<file path="src/sbb_defs.vh">
// Constants for the bit-bang serial port select block
// Summary of operation
// RQ1 - Software reaches serial peripherals only through the write, select and read ports.
// RQ2 - Reading the read-data port returns the EEPROM serial output in bit zero.
// RQ3 - The same read bit also carries the EEPROM busy indication.
// RQ4 - Writing the write-data port shifts written bit zero into the selected peripheral.
// RQ5 - Software programs the select register before sending serial data bits.
// RQ6 - The write-only select byte chooses the serial target; bits 7 to 4 unused.
// RQ7 - Converter outputs take the shift word only on a 0-to-1 load transition.
// RQ8 - With load held low both analog outputs stay unchanged.
// RQ9 - A load updates only channels flagged by the two target bits.
// RQ10 - Software returns load to zero before shifting new converter data.
// RQ11 - EEPROM select high lets the EEPROM respond; low makes it ignore the bus.
// RQ12 - Pot select high lets the pot chip respond; low makes it ignore the bus.
// RQ13 - Converter select high lets the converter accept writes only; low ignores.
// RQ14 - Four calibration pots and two output channel data registers are provided.
// RQ15 - EEPROM access is eeprom_operation, address, write data; read data returns serially.
// RQ16 - Each write-data write makes exactly one serial clock pulse, data stable.
// RQ17 - Select and load bits are static levels held until rewritten.
`ifndef SBB_DEFS_VH
`define SBB_DEFS_VH

// Host I/O port addresses
`define SBB_ADDR_W 10
`define SBB_SELECT_ADDR 10'h308
`define SBB_DATA_ADDR 10'h309

// Select and load register fields
`define SBB_SEL_CONV_BIT 0
`define SBB_SEL_POT_BIT 1
`define SBB_SEL_EE_BIT 2
`define SBB_SEL_LOAD_BIT 3
`define SBB_SEL_RESET 4'h0

// Converter shift word layout: target bits then data
`define SBB_CONV_WORD_W 14
`define SBB_CONV_A_BIT 13
`define SBB_CONV_B_BIT 12
`define SBB_CONV_DATA_W 12

// Pot shift word layout: index then wiper value
`define SBB_POT_WORD_W 10
`define SBB_POT_VAL_W 8

// Serial clock timing
`define SBB_CLK_PERIOD_NS 50
`define SBB_SCLK_HALF_NS 200
`define SBB_SCLK_HALF_CYC ((`SBB_SCLK_HALF_NS + `SBB_CLK_PERIOD_NS - 1) / `SBB_CLK_PERIOD_NS)

// Queue entry: flag bit plus four payload bits
`define SBB_Q_W 5
`define SBB_Q_DEPTH 16

`endif

</file>
<file path="src/sbb_fifo.v">
// Synchronous FIFO with valid/ready on both sides
`timescale 1ns/1ps
module sbb_fifo #(
    parameter WIDTH = 5,
    parameter DEPTH = 16
) (
    // Clock and reset
    input wire core_clk,
    input wire reset_n,
    // Fill side
    input wire in_valid,
    output wire in_ready,
    input wire [WIDTH-1:0] in_data,
    // Drain side
    output wire out_valid,
    input wire out_ready,
    output wire [WIDTH-1:0] out_data
);
    localparam AW = (DEPTH > 1) ? $clog2(DEPTH) : 1;

    reg [WIDTH-1:0] mem [0:DEPTH-1];
    reg [AW-1:0] wr_ptr;
    reg [AW-1:0] rd_ptr;
    reg [AW:0] count;
    wire push;
    wire pop;

    assign in_ready = (count != DEPTH[AW:0]);
    assign out_valid = (count != {(AW+1){1'b0}});
    assign out_data = mem[rd_ptr];
    assign push = in_valid && in_ready;
    assign pop = out_valid && out_ready;

    always @(posedge core_clk)
    begin
        if (push)
        begin
            mem[wr_ptr] <= in_data;
        end
    end

    always @(posedge core_clk or negedge reset_n)
    begin
        if (!reset_n)
        begin
            wr_ptr <= {AW{1'b0}};
            rd_ptr <= {AW{1'b0}};
            count <= {(AW+1){1'b0}};
        end
        else
        begin
            if (push)
            begin
                wr_ptr <= (wr_ptr == DEPTH[AW-1:0] - 1'b1) ? {AW{1'b0}} : wr_ptr + 1'b1;
            end
            if (pop)
            begin
                rd_ptr <= (rd_ptr == DEPTH[AW-1:0] - 1'b1) ? {AW{1'b0}} : rd_ptr + 1'b1;
            end
            if (push && !pop)
            begin
                count <= count + 1'b1;
            end
            else if (pop && !push)
            begin
                count <= count - 1'b1;
            end
        end
    end
endmodule // sbb_fifo

</file>
<file path="src/sbb_serial_port.v">
// Host port front end of the on-board bit-bang serial bus
`timescale 1ns/1ps
`include "sbb_defs.vh"
module sbb_serial_port #(
    parameter FIFO_DEPTH = `SBB_Q_DEPTH,
    parameter SCLK_HALF_CYC = `SBB_SCLK_HALF_CYC
) (
    // Clock and reset
    input wire core_clk,
    input wire reset_n,
    // Host I/O port
    input wire [`SBB_ADDR_W-1:0] io_addr,
    input wire io_wr,
    input wire io_rd,
    input wire [7:0] io_wdata,
    output reg [7:0] io_rdata,
    output wire io_ready,
    // Serial bus toward peripherals
    output reg serial_clk,
    output reg serial_data_out,
    input wire serial_data_in,
    output reg eeprom_select,
    output reg pot_select,
    output reg converter_select,
    output reg converter_update_strobe,
    // Converter outputs
    output reg [`SBB_CONV_DATA_W-1:0] out0_value,
    output reg [`SBB_CONV_DATA_W-1:0] out1_value,
    // Calibration pots
    output reg [`SBB_POT_VAL_W-1:0] input_offset_pot,
    output reg [`SBB_POT_VAL_W-1:0] out0_gain_pot,
    output reg [`SBB_POT_VAL_W-1:0] input_gain_pot,
    output reg [`SBB_POT_VAL_W-1:0] out1_gain_pot,
    // Engine status
    output wire serial_busy
);
    localparam ST_IDLE = 2'b00;
    localparam ST_LOW = 2'b01;
    localparam ST_HIGH = 2'b10;
    localparam [7:0] HALF = SCLK_HALF_CYC[7:0];

    // Queue entries: bit 4 set means a select write, clear means a data bit
    wire wr_select;
    wire wr_data;
    wire [`SBB_Q_W-1:0] q_in_data;
    wire q_in_valid;
    wire q_in_ready_w;
    wire q_out_valid;
    wire [`SBB_Q_W-1:0] q_out_data;
    reg q_out_ready;

    reg [1:0] state;
    reg [1:0] next_state;
    reg [7:0] half_cnt;
    reg miso_meta;
    reg miso_sync;
    reg [`SBB_CONV_WORD_W-1:0] converter_shift_word;
    reg [`SBB_POT_WORD_W-1:0] pot_shift_word;
    wire [3:0] new_sel;
    wire load_rise;
    wire pot_release;
    wire sclk_rise;

    assign wr_select = io_wr && (io_addr == `SBB_SELECT_ADDR);
    assign wr_data = io_wr && (io_addr == `SBB_DATA_ADDR);
    assign q_in_valid = wr_select || wr_data;
    // RQ6 select byte
    assign q_in_data = wr_select ? {1'b1, io_wdata[3:0]} : {1'b0, 3'h0, io_wdata[0]};
    // Host must stretch its cycle while the queue is full, or the write is lost
    assign io_ready = q_in_ready_w;

    sbb_fifo #(
        .WIDTH(`SBB_Q_W),
        .DEPTH(FIFO_DEPTH)
    ) u_queue (
        .core_clk(core_clk),
        .reset_n(reset_n),
        .in_valid(q_in_valid),
        .in_ready(q_in_ready_w),
        .in_data(q_in_data),
        .out_valid(q_out_valid),
        .out_ready(q_out_ready),
        .out_data(q_out_data)
    );

    assign serial_busy = q_out_valid || (state != ST_IDLE);

    // Read bit crosses from the pins; second stage alone feeds logic
    always @(posedge core_clk or negedge reset_n)
    begin
        if (!reset_n)
        begin
            miso_meta <= 1'b0;
            miso_sync <= 1'b0;
        end
        else
        begin
            miso_meta <= serial_data_in;
            miso_sync <= miso_meta;
        end
    end

    // RQ2 read bit zero
    always @(posedge core_clk or negedge reset_n)
    begin
        if (!reset_n)
        begin
            io_rdata <= 8'h00;
        end
        else if (io_rd && io_addr == `SBB_DATA_ADDR)
        begin
            // RQ3 busy on same bit
            io_rdata <= {7'h00, miso_sync};
        end
        else
        begin
            io_rdata <= 8'h00;
        end
    end

    // Serial engine: one queue entry at a time keeps select and data in order
    always @*
    begin
        next_state = state;
        q_out_ready = 1'b0;
        case (state)
            ST_IDLE:
            begin
                if (q_out_valid)
                begin
                    q_out_ready = 1'b1;
                    if (!q_out_data[4])
                    begin
                        next_state = ST_LOW;
                    end
                end
            end
            ST_LOW:
            begin
                if (half_cnt == HALF - 8'h01)
                begin
                    next_state = ST_HIGH;
                end
            end
            ST_HIGH:
            begin
                if (half_cnt == HALF - 8'h01)
                begin
                    next_state = ST_IDLE;
                end
            end
            default:
            begin
                next_state = ST_IDLE;
            end
        endcase
    end

    assign new_sel = q_out_data[3:0];
    assign load_rise = (state == ST_IDLE) && q_out_valid && q_out_data[4] &&
                       new_sel[`SBB_SEL_LOAD_BIT] && !converter_update_strobe;
    assign pot_release = (state == ST_IDLE) && q_out_valid && q_out_data[4] &&
                         !new_sel[`SBB_SEL_POT_BIT] && pot_select;
    assign sclk_rise = (state == ST_LOW) && (half_cnt == HALF - 8'h01);

    always @(posedge core_clk or negedge reset_n)
    begin
        if (!reset_n)
        begin
            state <= ST_IDLE;
            half_cnt <= 8'h00;
            serial_clk <= 1'b0;
            serial_data_out <= 1'b0;
        end
        else
        begin
            state <= next_state;
            if (state != next_state)
            begin
                half_cnt <= 8'h00;
            end
            else if (state != ST_IDLE)
            begin
                half_cnt <= half_cnt + 8'h01;
            end
            // RQ4 RQ15 shift bit zero
            if (state == ST_IDLE && q_out_valid && !q_out_data[4])
            begin
                serial_data_out <= q_out_data[0];
            end
            // RQ16 one clock pulse
            if (sclk_rise)
            begin
                serial_clk <= 1'b1;
            end
            else if (state == ST_HIGH && next_state == ST_IDLE)
            begin
                serial_clk <= 1'b0;
            end
        end
    end

    // RQ17 static select levels
    always @(posedge core_clk or negedge reset_n)
    begin
        if (!reset_n)
        begin
            converter_select <= 1'b0;
            pot_select <= 1'b0;
            eeprom_select <= 1'b0;
            converter_update_strobe <= 1'b0;
        end
        else if (state == ST_IDLE && q_out_valid && q_out_data[4])
        begin
            // RQ13 converter select
            converter_select <= new_sel[`SBB_SEL_CONV_BIT];
            // RQ12 pot select
            pot_select <= new_sel[`SBB_SEL_POT_BIT];
            // RQ11 eeprom select
            eeprom_select <= new_sel[`SBB_SEL_EE_BIT];
            converter_update_strobe <= new_sel[`SBB_SEL_LOAD_BIT];
        end
    end

    // Converter and pot receivers shift on the serial clock rising edge
    always @(posedge core_clk or negedge reset_n)
    begin
        if (!reset_n)
        begin
            converter_shift_word <= {`SBB_CONV_WORD_W{1'b0}};
            pot_shift_word <= {`SBB_POT_WORD_W{1'b0}};
        end
        else if (sclk_rise)
        begin
            // RQ13 write-only converter
            if (converter_select)
            begin
                converter_shift_word <= {converter_shift_word[`SBB_CONV_WORD_W-2:0], serial_data_out};
            end
            // RQ12 pot shifts when selected
            if (pot_select)
            begin
                pot_shift_word <= {pot_shift_word[`SBB_POT_WORD_W-2:0], serial_data_out};
            end
        end
    end

    // RQ14 two output data registers
    always @(posedge core_clk or negedge reset_n)
    begin
        if (!reset_n)
        begin
            out0_value <= {`SBB_CONV_DATA_W{1'b0}};
            out1_value <= {`SBB_CONV_DATA_W{1'b0}};
        end
        // RQ7 load on rise
        else if (load_rise)
        begin
            // RQ9 flagged channels only
            if (converter_shift_word[`SBB_CONV_A_BIT])
            begin
                out0_value <= converter_shift_word[`SBB_CONV_DATA_W-1:0];
            end
            if (converter_shift_word[`SBB_CONV_B_BIT])
            begin
                out1_value <= converter_shift_word[`SBB_CONV_DATA_W-1:0];
            end
        end
        // RQ8 outputs hold otherwise
    end

    // RQ14 four calibration pots
    always @(posedge core_clk or negedge reset_n)
    begin
        if (!reset_n)
        begin
            input_offset_pot <= {`SBB_POT_VAL_W{1'b0}};
            out0_gain_pot <= {`SBB_POT_VAL_W{1'b0}};
            input_gain_pot <= {`SBB_POT_VAL_W{1'b0}};
            out1_gain_pot <= {`SBB_POT_VAL_W{1'b0}};
        end
        else if (pot_release)
        begin
            // Wiper commits when the pot chip is deselected, like a real chip
            case (pot_shift_word[`SBB_POT_WORD_W-1:`SBB_POT_VAL_W])
                2'b00:
                begin
                    input_offset_pot <= pot_shift_word[`SBB_POT_VAL_W-1:0];
                end
                2'b01:
                begin
                    out0_gain_pot <= pot_shift_word[`SBB_POT_VAL_W-1:0];
                end
                2'b10:
                begin
                    input_gain_pot <= pot_shift_word[`SBB_POT_VAL_W-1:0];
                end
                default:
                begin
                    out1_gain_pot <= pot_shift_word[`SBB_POT_VAL_W-1:0];
                end
            endcase
        end
    end
    // EEPROM framing rides the same data and clock pins, one bit per write
endmodule // sbb_serial_port

</file>
<file path="config.mk">
export PLATFORM = sky130hd
export DESIGN_NAME = sbb_serial_port
export DESIGN_NICKNAME = d
export VERILOG_FILES = /design/src/sbb_fifo.v /design/src/sbb_serial_port.v
export VERILOG_INCLUDE_DIRS = /design/src /design/src/src
export SDC_FILE = /design/constraint.sdc
export NUM_CORES = 1
export LEC_CHECK = 0
export ABC_CLOCK_PERIOD_IN_PS = 3300
export BUFFER_PORTS_ARGS = -buffer_cell sky130_fd_sc_hd__buf_2
export CORE_UTILIZATION = 45
export CTS_CLUSTER_DIAMETER = 120
export CTS_CLUSTER_SIZE = 12
export DETAILED_ROUTE_END_ITERATION = 7
export PLACE_DENSITY = 0.67
export SLEW_MARGIN = 15
export SYNTH_ARGS = -nofsm -noshare
export SYNTH_HDL_FRONTEND = slang
export SYNTH_SLANG_ARGS = --single-unit
</file>
<file path="constraint.sdc">
create_clock -name core_clk -period 3.3 [get_ports core_clk]
set_input_delay 0 -clock core_clk [delete_from_list [all_inputs] [get_ports core_clk]]
set_output_delay 0 -clock core_clk [all_outputs]
set_load 0.005 [all_outputs]
</file>
==> results of run 1 <==
## layer usage
| layer | track usage [%] | vias to the layer above | wire length (um) |
|---|---|---|---|
| met5 | 0 | - | 0 |
| met1 | 22.6 | 2315 | 6820 |
| met4 | 7.43 | 0 | 275 |
| met2 | 29.7 | 114 | 7490 |
| li1 | - | 2164 | - |
| met3 | 3.74 | 22 | 626 |
## area by class of cell
class	count	area [um^2]
Fill cell	1446	8080
Clock buffer	18	439
Multi-Input combinational cell	312	2660
Inverter	12	45.0
Timing Repair Buffer	98	556
Clock inverter	14	146
Sequential cell	192	5210
Tap cell	225	282
## kinds of logic after synthesis
kind of cell    after synthesis  share of synthesized area, %
flops                       192                          64.6
mux                         114                          17.0
simple gates                107                          6.82
compound gates               64                          6.07
buf+inv                      38                          2.64
fa+ha+maj                    12                          1.96
xor+xnor                      8                         0.870
other cells                   1                        0.0466
## placed cells by master (no fill, tap or decap), types with 11 or more instances in the layout
cell type | synthesis | final
dfrtp_1 | 112 | 111
buf_2 | 1 | 82
mux2_2 | 81 | 81
edfxtp_1 | 80 | 80
nand2_1 | 29 | 29
mux2i_1 | 23 | 23
clkbuf_16 | 0 | 17
nor2_1 | 16 | 16
o21ai_0 | 16 | 16
and2_1 | 15 | 15
inv_1 | 12 | 11
nand3_1 | 11 | 11
a21oi_1 | 11 | 11
ha_1 | 11 | 11
## path summary, 6_finish.rpt
check,start,slack (ns),end,depth (start not counted)
setup reg to reg,u_queue.count[1],0.26,u_queue.count[4],11
hold / removal,io_wr,0.05,u_queue.wr_ptr[0],4
setup / recovery,u_queue.count[1],0.26,u_queue.count[4],11
min in group asynchronous,reset_n,0.26,out0_value[3],2
hold reg to reg,miso_meta,0.35,miso_sync,0
max in group asynchronous,reset_n,2.17,input_gain_pot[2],3
## worst max-delay path: stages (launching register included)
cell,delay [ns]
dfrtp_1,0.42
or4_1,0.56
o21a_1,0.25
inv_2,0.12
ha_1,0.23
inv_1,0.13
ha_1,0.30
nor2b_1,0.13
o21a_1,0.18
or3_1,0.31
a21oi_1,0.18
xor2_1,0.15
## metrics by stage
stage               instance area (um^2)  power (mW)  hold slack [ns]  cells  worst slack, ns
global route                        9330        6.81           0.0877    871           0.0656
global placement                    8700        4.40            0.108    834            0.297
CTS                                 9330        6.51           0.0430    871            0.212
detailed placement                  8700        4.47            0.112    834            0.237
finish                              9330        6.45           0.0519    871            0.261
floorplan                           8080        4.05           -0.296    542            0.479
## sequential cells by signal, summed over array words and instances, names as in the netlist, 2 cells and up
signal / cells
out0_gain_pot: 8
u_queue.mem: 80
pot_shift_word: 10
out1_value: 12
u_queue.count: 5
u_queue.wr_ptr: 4
u_queue.rd_ptr: 4
out0_value: 12
half_cnt: 8
out1_gain_pot: 8
input_offset_pot: 8
state: 2
converter_shift_word: 14
input_gain_pot: 8
## where the power goes
part | leakage, nW | total, mW | switching [mW] | internal [mW]
logic | 1.69 | 1.47 | 0.786 | 0.686
registers | 2.27 | 2.95 | 0.290 | 2.66
clock network | 0.285 | 2.03 | 0.939 | 1.09
total | 4.25 | 6.45 | 2.01 | 4.44
## timing repair
item                                   in CTS  in global routing
endpoints found under the hold margin      93                  0
hold buffers                                5                  0
gates resized for setup                     0                  1
setup endpoints to repair                   0                  1
==> results.sh, run 1 <==
export IMPL_antenna_found_initial=0
export IMPL_final_max_slew_violation_count=0
export IMPL_power_leakage_nw=4.25
export IMPL_rows=48
export IMPL_syn_area_um2=8060
export IMPL_clockBufferDepth=2
export IMPL_setup_violations=0
export IMPL_startpoint_type="flop"
export IMPL_fp_coreArea_um2=17400
export IMPL_io_buffers=83
export IMPL_drive_above_1_share_pct=35.1
export IMPL_ant_nets=0
export IMPL_drt_first_iter_violations=191
export IMPL_drc=0
export IMPL_post_drt_wl_per_cell_um=17.5
export IMPL_syn_to_final_growth_pct=15.9
export IMPL_fin_util_pct=53.6
export IMPL_clkSinkCount=192
export IMPL_synth_area_per_cell_um2=15.0
export IMPL_synthFlopType="dfrtp_1"
export IMPL_synth_most_common_cell="dfrtp_1"
export IMPL_num_vias=4615
export IMPL_cp_required_ns=3.65
export IMPL_cp_max_fo=6
export IMPL_synth_edf_count=80
export IMPL_vdd_ir_drop_max_uv=446
export IMPL_cts_root_buffer="clkbuf_16"
export IMPL_routed_via_density=5.30
export IMPL_maxCapViolCount=0
export IMPL_finClkSkew_ns=0.00999
export IMPL_yosysTopAreaCell="dfrtp_1"
export IMPL_gp_congestion=0.786
export IMPL_die_x_um=136
export IMPL_cts_tree="done"
export IMPL_tightest_slew_ns=0.979
export IMPL_ios=95
export IMPL_run_status="completed"
export IMPL_hold_path_class="input pin to flop"
export IMPL_die_y_um=136
export IMPL_dpl_hpwl_um=10500
export IMPL_clock_latency_ns=0.43
export IMPL_grt_setup_unrepaired="false"
export IMPL_synth_area_top_cells="dfrtp_1, edfxtp_1, mux2_2"
export IMPL_ys_async_sr_fraction_pct=58.3
export IMPL_grt_pass1_wl_um=25100
export IMPL_synth_top_area_share_pct=34.8
export IMPL_fp_dieArea_um2=18400
export IMPL_post_cts_setup_buffer_count=0
export IMPL_seq_area_frac_synth_pct=64.6
export IMPL_power_density_nw_per_um2=691
export IMPL_ys_types=52
export IMPL_end_kind="flop"
export IMPL_ys_ff_latch=192
export IMPL_setup_tns_ns=0
export IMPL_critPathArrivalTime_ns=3.39
export IMPL_max_freq_ghz=0.329
export IMPL_cts_max_level=4
export IMPL_overflow=0
export IMPL_post_route_min_period_ns=3.04
export IMPL_grt_pass1_vias=4922
export IMPL_netlist_top_cells_count="dfrtp_1, mux2_2, edfxtp_1, nand2_1, mux2i_1"
export IMPL_num_antenna_cells=0
export IMPL_firstDrtPassIters=4
export IMPL_start_util_pct=46.3
export IMPL_fin_crit_sh_pct=92.1
export IMPL_numCtsBuffers=17
export IMPL_final_net_count=668
export IMPL_grt_max_degree=78
export IMPL_hold_viol=0
export IMPL_path_class="flop to flop"
export IMPL_grt_use_total_pct=17.8
export IMPL_clk_pin_slew_ns=0.07
export IMPL_yosysWarnings=0
export IMPL_synth_cells=536
export IMPL_routed_wirelength_um=15200
export IMPL_slew_headroom_pct=34.7
No activity file was read; power rests on OpenSTA's default activity.
==> run 2: changes to the inputs <==
--- a/config.mk
+++ b/config.mk
@@ -12,6 +12,7 @@
 export CTS_CLUSTER_DIAMETER = 120
 export CTS_CLUSTER_SIZE = 12
 export DETAILED_ROUTE_END_ITERATION = 7
+export MAX_ROUTING_LAYER = met4
 export PLACE_DENSITY = 0.67
 export SLEW_MARGIN = 15
 export SYNTH_ARGS = -nofsm -noshare
==> run 2 against run 1 <==
Against the previous run:
- clock power is essentially flat
- combinational power is essentially flat
- via count up 0.59%
- maximum frequency up 0.11%
- design area is the same
- sequential share of layout area unchanged
- count of clock-buffer cells in the layout unchanged
- sequential power about the same
- utilization did not move
- register-to-register slack about the same
- first-iteration DRC count grew 7.9%
- critical path depth unchanged
- critical path type unchanged
- largest cell class unchanged
==> results.sh, run 2 (synthesis results as in run 1) <==
export IMPL_run_status="completed"
export IMPL_hold_viol=0
export IMPL_post_route_min_period_ns=3.04
export IMPL_fp_coreArea_um2=17400
export IMPL_drt_first_iter_violations=206
export IMPL_pre_cts_slack_ns=0.237
export IMPL_io_buffers=83
export IMPL_setup_slack_ns=0.264
export IMPL_fp_dieArea_um2=18400
export IMPL_hold_path_class="input pin to flop"
export IMPL_overflow=0
export IMPL_end_kind="flop"
export IMPL_reg_top3="u_queue.mem: 80 flops, converter_shift_word: 14 flops"
export IMPL_critPathArrivalTime_ns=3.39
export IMPL_post_cts_setup_buffer_count=0
export IMPL_drc=0
export IMPL_path_class="flop to flop"
export IMPL_finClkSkew_ns=0.0102
export IMPL_maxCapViolCount=0
export IMPL_numCtsBuffers=17
export IMPL_rows=48
export IMPL_num_antenna_cells=0
export IMPL_grt_setup_unrepaired="false"
export IMPL_tightest_slew_ns=0.986
export IMPL_largest_reg_flops=80
export IMPL_ff2ff_path_depth=11
export IMPL_final_max_slew_violation_count=0
export IMPL_routed_wirelength_um=15200
export IMPL_cp_required_ns=3.65
export IMPL_max_freq_ghz=0.329
export IMPL_grt_use_total_pct=18.4
export IMPL_clock_latency_ns=0.43
export IMPL_num_fill_cells=1446
export IMPL_setup_tns_ns=0
export IMPL_num_vias=4642
export IMPL_antenna_found_initial=0
export IMPL_post_drt_wl_per_cell_um=17.5
export IMPL_gp_congestion=0.797
export IMPL_power_leakage_nw=4.25
export IMPL_syn_to_final_growth_pct=15.9
export IMPL_die_y_um=136
export IMPL_dpl_hpwl_um=10500
export IMPL_drive_above_1_share_pct=35.1
export IMPL_multi_input_area_um2=2660
export IMPL_whs_path_depth=4
export IMPL_ant_nets=0
export IMPL_fin_util_pct=53.6
export IMPL_setup_violations=0
export IMPL_startpoint_type="flop"
export IMPL_start_util_pct=46.3
export IMPL_clk_pin_slew_ns=0.07
export IMPL_routed_via_density=5.33
export IMPL_cp_max_fo=6
export IMPL_grt_pass1_vias=4925
export IMPL_grt_pass1_wl_um=25100
export IMPL_worst_hold_slack_ns=0.0505
export IMPL_clockBufferDepth=2
export IMPL_cts_max_level=4
export IMPL_vdd_ir_drop_max_uv=449
export IMPL_die_x_um=136
export IMPL_slew_headroom_pct=34.3
export IMPL_top_register="u_queue.mem"
export IMPL_cts_tree="done"
export IMPL_grt_max_degree=78
export IMPL_cts_root_buffer="clkbuf_16"
export IMPL_firstDrtPassIters=4
export IMPL_clkSinkCount=192
export IMPL_most_common_layout_cells="dfrtp_1, buf_2, mux2_2"
export IMPL_final_net_count=668
export IMPL_fin_crit_sh_pct=92.0
export IMPL_power_density_nw_per_um2=691
export IMPL_regArea_um2=5210
export IMPL_final_common_cell="dfrtp_1"
export IMPL_ios=95
export IMPL_power_mw=6.45
run 2: cell counts in the layout (fill, tap and decap cells not counted):
Identical to the previous run, type by type.
run 2: path summary, 6_finish.rpt:
check,start,to,slack (ns)
hold / removal,io_wr,u_queue.wr_ptr[0],0.05
setup / recovery,u_queue.count[1],u_queue.count[4],0.26
setup reg to reg,u_queue.count[1],u_queue.count[4],0.26
hold reg to reg,miso_meta,miso_sync,0.35
min in group asynchronous,reset_n,out0_value[3],0.26
max in group asynchronous,reset_n,input_gain_pot[2],2.16
run 2: cell type report:
type | count | area share (%)
timing repair buffer | 98 | 5.95
sequential | 192 | 55.8
clock buffer | 18 | 4.71
tap | 225 | 3.02
multi-input combinational | 312 | 28.5
inverter | 12 | 0.483
clock inverter | 14 | 1.57
run 2: critical path, stage by stage (launching register included):
cell and delay (ns):
dfrtp_1 0.42, or4_1 0.56, o21a_1 0.25, inv_2 0.12, ha_1 0.23, inv_1 0.13
ha_1 0.30, nor2b_1 0.13, o21a_1 0.18, or3_1 0.31, a21oi_1 0.18, xor2_1 0.15
run 2: where the power goes:
group / internal [mW] / leakage (nW) / switching [mW] / total [mW]
clock network: 1.09 / 0.285 / 0.936 / 2.02
registers: 2.66 / 2.27 / 0.289 / 2.95
logic: 0.686 / 1.69 / 0.786 / 1.47
run 2: through the flow:
stage / cells / cell area [um^2]
floorplan: 542 / 8080
global placement: 834 / 8700
detailed placement: 834 / 8700
CTS: 871 / 9330
global route: 871 / 9330
finish: 871 / 9330
run 2: what timing repair did:
item / CTS / global route
gates resized for setup: 0 / 1
endpoints found under the setup margin: 0 / 1
hold buffers: 5 / 0
endpoints found under the hold margin: 93 / 0
run 2: metal layers:
layer | global-route usage (%) | part of all wire [%] | vias up
li1 | - | - | 2164
met1 | 22.5 | 44 | 2333
met2 | 29.8 | 49 | 120
met3 | 4.08 | 4.7 | 25
met4 | 7.05 | 2.0 | 0
met5 | - | 0 | -
